**src/hw/boot_cfg_pkg.sv**
```systemverilog
// package: constants, register map and states of the power-on configuration loader
package boot_cfg_pkg;
   // register byte offsets
   localparam logic [7:0] OFS_MODE = 8'h00;
   localparam logic [7:0] OFS_CTRL = 8'h04;
   localparam logic [7:0] OFS_STATUS = 8'h08;
   localparam logic [7:0] OFS_IP = 8'h0C;
   localparam logic [7:0] OFS_NV_IP = 8'h10;
   localparam logic [7:0] OFS_IRQ_STAT = 8'h14;
   localparam logic [7:0] OFS_IRQ_MASK = 8'h18;
   // mode switch bit positions (switch n sits at bit n-1)
   localparam int SW_TEST = 7;
   localparam int SW_UPDATE = 6;
   localparam int SW_STORED = 5;
   localparam int SW_TOOL = 4;
   // control register bits (software writes, all one-cycle strobes)
   localparam int CTRL_TESTS_PASS = 0;
   localparam int CTRL_TESTS_FAIL = 1;
   localparam int CTRL_ERROR = 2;
   // interrupt / event bits
   localparam int EV_READY = 0;
   localparam int EV_ERROR = 1;
   localparam int EV_RARP = 2;
   localparam int EV_NV_WRITE = 3;
   localparam int EV_W = 4;
   // reset values
   localparam logic [31:0] IP_RST = 32'h0000_0000;
   localparam logic [EV_W-1:0] MASK_RST = 4'h0;
   // timing
   localparam int CLK_MHZ = 250;
   localparam int BLINK_MS = 250;
   localparam int RARP_RETRY_MS = 1000;
   localparam int BLINK_CYC = BLINK_MS * CLK_MHZ * 1000;
   localparam int RARP_RETRY_CYC = RARP_RETRY_MS * CLK_MHZ * 1000;
   // boot sequencer
   typedef enum logic [2:0] {
      ST_SELFTEST = 3'b000,
      ST_LOAD_NV = 3'b001,
      ST_RARP = 3'b011,
      ST_WAIT_TOOL = 3'b010,
      ST_STORE = 3'b110,
      ST_READY = 3'b111,
      ST_FAULT = 3'b101,
      ST_SPECIAL = 3'b100
   } boot_state_t;
endpackage

```
**src/hw/boot_mode_ip_config.sv**
```systemverilog
// power-on mode and IP address configuration loader with AHB-Lite registers
// Functional notes
// - switch 8 on selects extended factory test
// - factory test fails without both loopbacks
// - switch 7 on selects firmware update mode while switch 8 off
// - switch 6 on loads stored address, no wait
// - switch 6 off gets address from network
// - RARP mode repeats requests until valid reply
// - tool mode sends no RARP, awaits assignment
// - switch 5 ignored while switch 6 on
// - network address written to nonvolatile store
// - slide switch picks native or AUI port
// - ready flashes in tests, steady once configured
// - on error ready keeps flashing
`timescale 1ns/1ps
module boot_mode_ip_config
   import boot_cfg_pkg::*;
#(
   parameter int BLINK_CYCLES = BLINK_CYC,
   parameter int RETRY_CYCLES = RARP_RETRY_CYC
) (
   // clock and reset
   input wire logic hclk,
   input wire logic hresetn,
   // ahb-lite slave
   input wire logic hsel,
   input wire logic [31:0] haddr,
   input wire logic [1:0] htrans,
   input wire logic hwrite,
   input wire logic [2:0] hsize,
   input wire logic [31:0] hwdata,
   input wire logic hready,
   output logic [31:0] hrdata,
   output logic hreadyout,
   output logic hresp,
   // switches
   input wire logic [7:0] mode_sw,
   input wire logic port_sw,
   // loopback detection for factory test
   input wire logic bus_loop_ok,
   input wire logic eth_loop_ok,
   // network side
   output logic rarp_req,
   input wire logic rarp_reply_valid,
   input wire logic [31:0] rarp_ip,
   input wire logic tool_assign_valid,
   input wire logic [31:0] tool_ip,
   // nonvolatile address store
   input wire logic [31:0] nv_ip,
   output logic nv_we,
   output logic [31:0] nv_wdata,
   // mode and status outputs
   output logic factory_test,
   output logic fw_update,
   output logic aui_sel,
   output logic ready_led,
   output logic irq
);
   import boot_cfg_pkg::*;

   logic sampled_ff;
   logic [7:0] mode_ff;
   logic port_ff;
   boot_state_t state_ff, nxt_state;
   logic [31:0] ip_ff;
   logic [31:0] blink_cnt_ff;
   logic blink_ff;
   logic [31:0] retry_cnt_ff;
   logic rarp_req_ff;
   logic nv_we_ff;
   logic [31:0] nv_wdata_ff;
   logic test_fail_ff;
   logic [EV_W-1:0] irq_stat_ff, irq_mask_ff;
   logic dp_wr_ff;
   logic [7:0] dp_addr_ff;
   logic [31:0] hrdata_ff;

   // switches are caught one edge after release, never under reset
   always_ff @(posedge hclk or negedge hresetn) begin
      if (!hresetn) begin
         sampled_ff <= 1'b0;
         mode_ff <= 8'h00;
         port_ff <= 1'b0;
      end else if (!sampled_ff) begin
         sampled_ff <= 1'b1;
         mode_ff <= mode_sw;
         port_ff <= port_sw;
      end
   end

   assign factory_test = mode_ff[SW_TEST];
   assign fw_update = mode_ff[SW_UPDATE] & ~mode_ff[SW_TEST];
   assign aui_sel = port_ff;

   // ahb-lite address phase capture
   wire addr_ok = hsel & hready & htrans[1];
   wire wr_phase = addr_ok & hwrite;
   wire [31:0] wdata_mask = hwdata;
   wire ctrl_wr = dp_wr_ff & (dp_addr_ff == OFS_CTRL);
   wire sw_pass = ctrl_wr & wdata_mask[CTRL_TESTS_PASS];
   wire sw_fail = ctrl_wr & wdata_mask[CTRL_TESTS_FAIL];
   wire sw_error = ctrl_wr & wdata_mask[CTRL_ERROR];
   wire stat_wr = dp_wr_ff & (dp_addr_ff == OFS_IRQ_STAT);
   wire mask_wr = dp_wr_ff & (dp_addr_ff == OFS_IRQ_MASK);

   // factory test cannot pass without both loopbacks present
   wire tests_ok = sw_pass & (~mode_ff[SW_TEST] | (bus_loop_ok & eth_loop_ok));
   wire tests_bad = sw_fail | (sw_pass & ~tests_ok);
   wire use_stored = mode_ff[SW_STORED];
   wire use_tool = mode_ff[SW_TOOL] & ~use_stored;

   always_comb begin
      nxt_state = state_ff;
      unique case (state_ff)
         ST_SELFTEST: begin
            if (tests_bad) nxt_state = ST_FAULT;
            else if (tests_ok && (mode_ff[SW_TEST] || fw_update)) nxt_state = ST_SPECIAL;
            else if (tests_ok && use_stored) nxt_state = ST_LOAD_NV;
            else if (tests_ok && use_tool) nxt_state = ST_WAIT_TOOL;
            else if (tests_ok) nxt_state = ST_RARP;
         end
         ST_LOAD_NV: nxt_state = ST_READY;
         ST_RARP: if (rarp_reply_valid) nxt_state = ST_STORE;
         ST_WAIT_TOOL: if (tool_assign_valid) nxt_state = ST_STORE;
         ST_STORE: nxt_state = ST_READY;
         ST_READY: ;
         ST_FAULT: ;
         ST_SPECIAL: ;
      endcase
      if (sw_error && state_ff != ST_SELFTEST) nxt_state = ST_FAULT;
   end

   always_ff @(posedge hclk or negedge hresetn) begin
      if (!hresetn) state_ff <= ST_SELFTEST;
      else if (sampled_ff) state_ff <= nxt_state;
   end

   // address capture and nonvolatile write-back
   always_ff @(posedge hclk or negedge hresetn) begin
      if (!hresetn) begin
         ip_ff <= IP_RST;
         nv_we_ff <= 1'b0;
         nv_wdata_ff <= IP_RST;
      end else begin
         nv_we_ff <= 1'b0;
         if (state_ff == ST_LOAD_NV) ip_ff <= nv_ip;
         if (state_ff == ST_RARP && rarp_reply_valid) ip_ff <= rarp_ip;
         if (state_ff == ST_WAIT_TOOL && tool_assign_valid) ip_ff <= tool_ip;
         if (state_ff == ST_STORE) begin
            nv_we_ff <= 1'b1;
            nv_wdata_ff <= ip_ff;
         end
      end
   end
   assign nv_we = nv_we_ff;
   assign nv_wdata = nv_wdata_ff;

   // rarp retry timer: first request on entry, then once per retry period
   wire retry_due = (retry_cnt_ff == 32'h0000_0000);
   always_ff @(posedge hclk or negedge hresetn) begin
      if (!hresetn) begin
         retry_cnt_ff <= 32'h0000_0000;
         rarp_req_ff <= 1'b0;
      end else begin
         rarp_req_ff <= (state_ff == ST_RARP) & retry_due & ~rarp_reply_valid;
         // held at zero outside the request state, so the first request leaves on entry
         if (state_ff != ST_RARP) retry_cnt_ff <= 32'h0000_0000;
         else if (retry_due) retry_cnt_ff <= 32'(RETRY_CYCLES - 1);
         else retry_cnt_ff <= retry_cnt_ff - 32'h0000_0001;
      end
   end
   assign rarp_req = rarp_req_ff;

   // ready indicator blink divider
   always_ff @(posedge hclk or negedge hresetn) begin
      if (!hresetn) begin
         blink_cnt_ff <= 32'h0000_0000;
         blink_ff <= 1'b0;
      end else if (blink_cnt_ff == 32'(BLINK_CYCLES - 1)) begin
         blink_cnt_ff <= 32'h0000_0000;
         blink_ff <= ~blink_ff;
      end else begin
         blink_cnt_ff <= blink_cnt_ff + 32'h0000_0001;
      end
   end
   assign ready_led = (state_ff == ST_READY) ? 1'b1 : blink_ff;

   // interrupts: set wins over write-one-to-clear
   wire [EV_W-1:0] ev;
   assign ev[EV_READY] = (state_ff != ST_READY) && (nxt_state == ST_READY) && sampled_ff;
   assign ev[EV_ERROR] = (state_ff != ST_FAULT) && (nxt_state == ST_FAULT) && sampled_ff;
   assign ev[EV_RARP] = rarp_req_ff;
   assign ev[EV_NV_WRITE] = nv_we_ff;
   wire [EV_W-1:0] clr = stat_wr ? hwdata[EV_W-1:0] : '0;
   always_ff @(posedge hclk or negedge hresetn) begin
      if (!hresetn) begin
         irq_stat_ff <= '0;
         irq_mask_ff <= MASK_RST;
         test_fail_ff <= 1'b0;
      end else begin
         irq_stat_ff <= (irq_stat_ff & ~clr) | ev;
         if (mask_wr) irq_mask_ff <= hwdata[EV_W-1:0];
         if (tests_bad) test_fail_ff <= 1'b1;
      end
   end
   assign irq = |(irq_stat_ff & irq_mask_ff);

   // bus data phase and read mux
   wire [31:0] status_word = {24'h00_0000, test_fail_ff, port_ff, 3'(state_ff),
      fw_update, factory_test, (state_ff == ST_READY)};
   wire [31:0] rd_mux =
      (haddr[7:0] == OFS_MODE) ? {24'h00_0000, mode_ff} :
      (haddr[7:0] == OFS_STATUS) ? status_word :
      (haddr[7:0] == OFS_IP) ? ip_ff :
      (haddr[7:0] == OFS_NV_IP) ? nv_ip :
      (haddr[7:0] == OFS_IRQ_STAT) ? {28'h000_0000, irq_stat_ff} :
      (haddr[7:0] == OFS_IRQ_MASK) ? {28'h000_0000, irq_mask_ff} : 32'h0000_0000;
   always_ff @(posedge hclk or negedge hresetn) begin
      if (!hresetn) begin
         dp_wr_ff <= 1'b0;
         dp_addr_ff <= 8'h00;
         hrdata_ff <= 32'h0000_0000;
      end else begin
         dp_wr_ff <= wr_phase;
         if (addr_ok) dp_addr_ff <= haddr[7:0];
         if (addr_ok && !hwrite) hrdata_ff <= rd_mux;
      end
   end
   assign hrdata = hrdata_ff;
   assign hreadyout = 1'b1;
   assign hresp = 1'b0;
endmodule // boot_mode_ip_config

```
**config.mk**
```make
export PLATFORM = sky130hd
export DESIGN_NAME = boot_mode_ip_config
export DESIGN_NICKNAME = d
export VERILOG_FILES = /design/src/hw/boot_cfg_pkg.sv /design/src/hw/boot_mode_ip_config.sv
export SDC_FILE = /design/constraint.sdc
export NUM_CORES = 1
export LEC_CHECK = 0
export ABC_CLOCK_PERIOD_IN_PS = 4100
export BUFFER_PORTS_ARGS = -buffer_cell sky130_fd_sc_hd__buf_2
export CAP_MARGIN = 20
export CORE_UTILIZATION = 40
export CTS_CLUSTER_SIZE = 10
export DETAILED_ROUTE_END_ITERATION = 16
export GPL_TIMING_DRIVEN = 1
export PLACE_DENSITY = 0.67
export SYNTH_ARGS = -nofsm -noshare
export SYNTH_HDL_FRONTEND = slang
export SYNTH_SLANG_ARGS = --single-unit
```
**constraint.sdc**
```tcl
create_clock -name hclk -period 4.1 [get_ports hclk]
set_input_delay 0.82 -clock hclk [delete_from_list [all_inputs] [get_ports hclk]]
set_output_delay 0.82 -clock hclk [all_outputs]
set_load 0.02 [all_outputs]
```
==> flow_metrics.env, run 1 <==
export IMPL_outcome="finished, final reports clean"
export IMPL_fmax_mhz=357
export IMPL_synthSimpleGateAreaFrac_pct=17.7
export IMPL_synth_cells=920
export IMPL_setup_viol=0
export IMPL_yosys_area_share_xor_xnor_pct=5.36
export IMPL_yosysUniqueCellTypes=59
export IMPL_tns_ns=0
export IMPL_tightest_slew_ns=0.979
export IMPL_clockBufferDepth=2
export IMPL_synth_ff_type="dfrtp_1"
export IMPL_fin_nets=1279
export IMPL_yosysSeqAreaShare_pct=52.2
export IMPL_routabilityCongestion=0.784
export IMPL_synth_fa_ha_area_share_pct=0.403
export IMPL_cp_required_ns=4.40
export IMPL_netlist_area_um2=9310
export IMPL_ctsResizeCount=0
export IMPL_path_clk_slew_ns=0.08
export IMPL_start_util_pct=41.0
export IMPL_synth_top_family_by_area="simple AND/OR/NAND/NOR gates"
export IMPL_row_count=55
export IMPL_synth_top_cell_by_area="dfrtp_1"
export IMPL_max_slew_margin_pct=34.5
export IMPL_dieArea_um2=23900
export IMPL_grt_max_degree=103
export IMPL_synthArstFlopShare_pct=100
export IMPL_hold_viol=0
export IMPL_wl_met1_um=11000
export IMPL_power_density_nw_per_um2=349
export IMPL_core_region_area_um2=22700
export IMPL_pre_cts_slack_ns=1.17
export IMPL_worstSetupPathType="reg -> reg"
export IMPL_drive_gt1_share_pct=29.1
export IMPL_p_clk_share_pct=43.0
export IMPL_highest_layer="met5"
export IMPL_synth_mux_area_share_pct=6.51
export IMPL_mostFrequentLayoutCell="buf_2"
export IMPL_cp_start_kind="flip-flop"
export IMPL_irDropWorstVdd_mv=0.212
export IMPL_max_cap_violations=0
export IMPL_leakage_nw=5.89
export IMPL_synth_compound_area_share_pct=14.6
export IMPL_antenna_found_initial=2
export IMPL_synth_edf_count=0
export IMPL_syn_avg_cell_area_um2=10.1
export IMPL_crit_arrival_ns=3.10
export IMPL_viasPerCell=5.45
export IMPL_p_switching_mw=1.02
export IMPL_cts_sinks=194
export IMPL_place_hpwl_um=17300
export IMPL_areaGrowthSynthToFinish_pct=20.1
export IMPL_ant_nets=0
export IMPL_gr_usage_all_layers_pct=20.9
export IMPL_power_frac_seq_pct=50.8
export IMPL_drt_iter0_drc=494
export IMPL_io_buffers=197
export IMPL_worstSkewPairLatency_ns=0.44
export IMPL_worst_r2r_startpoint="retry_cnt_ff[10]$_DFF_PN0_"
export IMPL_cts_tree="built"
export IMPL_htree_levels=4
export IMPL_synth_top_cell_area_share_pct=52.2
export IMPL_final_max_slew_violation_count=0
export IMPL_most_common_layout_cells="196 x buf_2, 194 x dfrtp_1, 103 x nand2_1"
export IMPL_p_sw_share_pct=26.1
export IMPL_wl_met2_um=11400
export IMPL_min_path_type="in -> async"
export IMPL_final_min_clock_period_ns=2.80
export IMPL_critPathMaxFanout=20
export IMPL_wl_um=24300
export IMPL_grt_pass1_wl_um=39100
export IMPL_wl_per_cell_um=17.4
export IMPL_cts_setup_buffers=0
export IMPL_ios=256
export IMPL_cts_root_buf="clkbuf_16"
export IMPL_endpoint_kind="flip-flop"
export IMPL_cts_buffers=17
export IMPL_fin_crit_sh_pct=68.3
export IMPL_worstSetupStartpoint="retry_cnt_ff[10]$_DFF_PN0_"
export IMPL_holdBufCountCts=0
export IMPL_vias=7585
export IMPL_power_internal_mw=2.88
export IMPL_grt_pass1_vias=7244
export IMPL_rsz0062_at_grt="false"
export IMPL_finClkSkew_ns=0.0233
export IMPL_drt_first_pass_iters=5
export IMPL_ys_warnings_count=0
export IMPL_worst_slack_ns=1.30
export IMPL_drc=0
export IMPL_die_width_um=155
export IMPL_fp_dieH_um=155
export IMPL_grt_ovfl_total=0
export IMPL_dr_wl_met3_um=1510
export IMPL_synth_seq_cells=194
export IMPL_power_frac_comb_pct=6.2
export IMPL_synth_area_top_cells="dfrtp_1 52%, mux2_2 6.3%, nand2_1 4.2%"
[worst max-delay path, stage by stage, from the launching register on]
cell and delay (ns):
dfrtp_1 0.41, or4_4 0.55, or3_4 0.37, or2_4 0.28
or3_4 0.48, nand2_1 0.44, nor2_1 0.12
[registers in the layout (all words and copies together), names as in the netlist]
| register | flops |
|---|---|
| test_fail_ff | 1 |
| aui_sel | 1 |
| mode_ff | 8 |
| ip_ff | 32 |
| hrdata | 32 |
| retry_cnt_ff | 32 |
| nv_we | 1 |
| irq_stat_ff | 4 |
| dp_addr_ff | 8 |
| blink_cnt_ff | 32 |
| dp_wr_ff | 1 |
| blink_ff | 1 |
| state_ff | 3 |
| nv_wdata | 32 |
| irq_mask_ff | 4 |
| sampled_ff | 1 |
| rarp_req | 1 |
[final cells by class]
cell class / instances / area (um^2)
Timing Repair Buffer: 212 / 1130
Clock buffer: 17 / 425
Sequential cell: 194 / 4850
Tap cell: 285 / 357
Antenna cell: 2 / 5.00
Clock inverter: 15 / 180
Inverter: 14 / 52.6
Multi-Input combinational cell: 654 / 4180
Fill cell: 2133 / 11500
[cell usage after synthesis (3+ instances only)]
cell type  number
nand2b_1        9
a31oi_1         5
or3_1           6
and3_1          9
a21oi_1        21
clkbuf_1       51
a311oi_1       33
xnor2_1        28
inv_1          14
nand3_1        50
buf_1           3
xor2_1         29
nand4_1        12
a222oi_1        4
and4_1          3
a22oi_1        29
o21ai_0        32
ha_1            3
nor2b_1         9
or4_1           3
nand2_1       103
a21o_1         34
mux2_2         52
o31ai_1         6
nor4_1          7
nor3_1         14
a21oi_2        10
nor2_1        102
dfrtp_1       194
[power by group through the flow]
stage / sequential [mW] / combinational (mW) / clock [mW]
floorplan: 2.02 / 0.0965 / 0
finish: 1.98 / 0.243 / 1.67
global placement: 2.02 / 0.244 / 0
global route: 1.99 / 0.272 / 1.78
CTS: 1.98 / 0.246 / 1.71
detailed placement: 2.02 / 0.245 / 0
[logic make-up after synthesis]
family	after synthesis
AO/OA/AOI/OAI	189
adder cells (fa/ha/maj)	3
AND/OR/NAND/NOR	348
buffers and inverters	73
XOR/XNOR	57
other	2
multiplexers	54
flip-flops	194
[final timing paths]
path                                                   end  slack (ns)  cells past startpoint
worst min-delay path                 hrdata[8]$_DFFE_PN0P_        0.42                      1
worst max register to register  retry_cnt_ff[11]$_DFF_PN0_        1.30                      6
max in group asynchronous           mode_ff[4]$_DFFE_PN0N_        2.79                      2
worst min register to register  blink_cnt_ff[31]$_DFF_PN0_        0.48                      1
worst max-delay path            retry_cnt_ff[11]$_DFF_PN0_        1.30                      6
min in group hclk               blink_cnt_ff[31]$_DFF_PN0_        0.48                      1
[metrics by stage]
stage                     hold slack [ns]  utilization [%]  power [mW]  area [um^2]  cells
final                               0.425             49.2        3.90        11200   1393
after global routing                0.507             49.2        4.04        11200   1392
after CTS                           0.478             49.1        3.94        11200   1390
after detailed placement            0.462             46.5        2.26        10600   1358
after global placement              0.458             46.5        2.26        10600   1358
after floorplan                     0.443                -        2.11         9310    921
[metal layers]
| metal | vias up | global-route usage (%) |
|---|---|---|
| met4 | 2 | 6.27 |
| met3 | 23 | 4.09 |
| met5 | - | 0 |
| met2 | 246 | 33.5 |
| met1 | 3692 | 28.6 |
| li1 | 3622 | - |
(Power assumes the default switching activity.)
==> inputs of run 2 (changes only) <==
- ABC_AREA: default -> 1
- ABC_CLOCK_PERIOD_IN_PS: 4100 -> 2400
- PLACE_DENSITY: 0.67 -> 0.68
- clock period: 4.1 -> 2.4 ns (I/O delays scaled with it)
==> run 2 against run 1 <==
Compared with the run above:
- core utilization down 0.16 points
- clock skew decreased by 0.0039 ns
- first-iteration DRC count rose by 37%
- largest power group is now combinational logic
- highest routed layer is now met4
==> flow_metrics.env, run 2 <==
export IMPL_final_max_slew_violation_count=0
export IMPL_routabilityCongestion=0.895
export IMPL_yosysMostFrequentCell="nand2_1"
export IMPL_cts_setup_buffers=0
export IMPL_cp_top_family="simple AND/OR/NAND/NOR gates"
export IMPL_rsz0062_at_grt="false"
export IMPL_fillers=2428
export IMPL_io_buffers=197
export IMPL_ys_top_cells_by_count="391 x nand2_1, 194 x dfrtp_1, 150 x inv_1"
export IMPL_leakage_nw=6.30
export IMPL_pre_cts_slack_ns=0.179
export IMPL_path_cells="buf_4 > nand2_1 > nor2_1 > or2_2 > buf_2"
export IMPL_stdcell_area_um2=12000
export IMPL_hold_ws_ns=0.0242
export IMPL_drive_gt1_share_pct=18.4
export IMPL_fin_crit_sh_pct=94.1
export IMPL_busiest_layer="met2"
export IMPL_grt_pass1_wl_um=45300
export IMPL_min_path_type="in -> async"
export IMPL_core_region_area_um2=24500
export IMPL_syn_avg_cell_area_um2=7.64
export IMPL_gr_usage_all_layers_pct=22.2
export IMPL_holdBufCountCts=0
export IMPL_tns_ns=0
export IMPL_critPathMaxFanout=5
export IMPL_drc=0
export IMPL_path_buf_inv=2
export IMPL_utilization_pct=49.1
export IMPL_setup_viol=0
export IMPL_outcome="finished, final reports clean"
export IMPL_postPlaceCellArea_um2=11400
export IMPL_ctsResizeCount=0
export IMPL_cts_tree="built"
export IMPL_ys_warnings_count=0
export IMPL_r2r_cells=9
export IMPL_grt_ovfl_total=0
export IMPL_power_density_nw_per_um2=1180
export IMPL_ant_nets=0
export IMPL_yosysUniqueCellTypes=44
export IMPL_antenna_found_initial=1
export IMPL_synth_top_cell_area_share_pct=48.5
export IMPL_cts_root_buf="clkbuf_16"
export IMPL_crit_slowest_cell="dfrtp_1"
export IMPL_worstSetupPathType="reg -> out"
export IMPL_dieArea_um2=25700
export IMPL_crit_arrival_ns=1.78
export IMPL_wl_per_cell_um=15.3
export IMPL_worstSkewPairLatency_ns=0.44
export IMPL_cp_required_ns=1.92
export IMPL_grt_util_met3_pct=3.95
export IMPL_most_common_layout_cells="390 x nand2_1, 196 x buf_2, 194 x dfrtp_1"
export IMPL_vias=9419
export IMPL_cts_sinks=194
export IMPL_fin_nets=1692
export IMPL_yosysSeqAreaShare_pct=48.5
export IMPL_path_clk_slew_ns=0.08
export IMPL_final_min_clock_period_ns=2.26
export IMPL_cts_buffers=17
export IMPL_fmax_mhz=443
export IMPL_viasPerCell=5.11
export IMPL_irDropWorstVdd_mv=0.826
export IMPL_synth_ff_type="dfrtp_1"
export IMPL_clockBufferDepth=2
export IMPL_start_util_pct=40.9
export IMPL_synth_cells=1310
export IMPL_htree_levels=4
export IMPL_worst_slack_ns=0.141
export IMPL_areaGrowthSynthToFinish_pct=20.0
export IMPL_max_cap_violations=0
export IMPL_grt_pass1_vias=8772
export IMPL_synth_area_top_cells="dfrtp_1 49%, nand2_1 15%, o21ai_0 6.3%"
export IMPL_fp_dieH_um=160
export IMPL_mostFrequentLayoutCell="nand2_1"
export IMPL_endpoint_kind="output port"
export IMPL_drt_iter0_drc=675
export IMPL_netlist_area_um2=10000
export IMPL_cp_start_kind="flip-flop"
export IMPL_place_hpwl_um=20600
export IMPL_finClkSkew_ns=0.0195
export IMPL_drt_first_pass_iters=5
export IMPL_wl_um=28300
export IMPL_synth_top_cell_by_area="dfrtp_1"
export IMPL_worst_path_stages=5
export IMPL_tightest_slew_ns=0.620
export IMPL_synthArstFlopShare_pct=100
export IMPL_crit_path_max_incr_delay_ns=0.48
export IMPL_max_slew_margin_pct=58.7
export IMPL_row_count=57
export IMPL_ios=256
export IMPL_gr_usage_met2_pct=36.7
export IMPL_synth_edf_count=0
export IMPL_synth_seq_cells=194
export IMPL_grt_max_degree=64
export IMPL_hold_viol=0
export IMPL_die_width_um=160
export IMPL_grt_util_met1_pct=29.9
## run 2: cell types whose count changed in the layout (fill, tap and decap cells not counted), sizes merged, moves of 19 or more
cell and change:
nand2 +291, inv +140, o21ai +103, mux2 -52, a21o -33, a311oi -33
a22oi -29, o211ai +28, nand4 +21, nand3 +20, nor2 +19
## run 2: power by group
part	total, mW	switching (mW)	internal, mW
logic	6.72	4.42	2.30
clock network	2.89	1.47	1.42
registers	4.61	0.536	4.07
## run 2: cell type report
| class | instances | area, um^2 | share of cell area (%) |
|---|---|---|---|
| Multi-Input combinational cell | 917 | 4360 | 36.3 |
| Inverter | 156 | 591 | 4.92 |
| Timing Repair Buffer | 220 | 1190 | 9.93 |
| Sequential cell | 194 | 4850 | 40.4 |
| Clock buffer | 17 | 425 | 3.54 |
| Antenna cell | 1 | 2.50 | 0.0208 |
| Clock inverter | 15 | 181 | 1.51 |
| Tap cell | 324 | 405 | 3.38 |
## run 2: cell families after synthesis
group / after synthesis / synth area share (%)
flip-flops: 194 / 48.5
AO/OA/AOI/OAI: 203 / 11.2
other: 2 / 0.0750
XOR/XNOR: 33 / 2.89
buffers and inverters: 200 / 8.10
adder cells (fa/ha/maj): 3 / 0.375
AND/OR/NAND/NOR: 675 / 28.9
## run 2: worst reg2reg max path, stage by stage, from the launching register on
cell,delay (ns)
dfrtp_1,0.46
inv_2,0.15
nor2_1,0.09
nand2_1,0.15
nor2_4,0.08
nor3_4,0.48
clkinv_2,0.13
buf_4,0.25
o211ai_1,0.11
o21ai_0,0.12
## run 2: routing by layer
layer | wire, um | share of wire (%)
met2 | 13500 | 48
met4 | 441 | 1.6
met3 | 1760 | 6.2
met1 | 12600 | 45
met5 | 0 | 0
## run 2: final timing paths
kind | end | slack (ns) | start
worst min register to register | retry_cnt_ff[0]$_DFF_PN0_ | 0.45 | retry_cnt_ff[0]$_DFF_PN0_
worst min-delay path | dp_addr_ff[0]$_DFFE_PN0P_ | 0.02 | hresetn
max in group asynchronous | ip_ff[26]$_DFFE_PN0P_ | 1.66 | hresetn
worst max-delay path | ready_led | 0.14 | state_ff[2]$_DFFE_PN0P_
worst max register to register | ip_ff[26]$_DFFE_PN0P_ | 0.27 | state_ff[1]$_DFFE_PN0P_
min in group hclk | aui_sel$_DFFE_PN0N_ | 0.25 | port_sw
## run 2: per-stage QoR
step	power, mW	std cells
finish	14.2	1844
global route	15.3	1844
CTS	14.3	1843
detailed placement	11.3	1811
floorplan	9.59	1311
global placement	11.2	1811
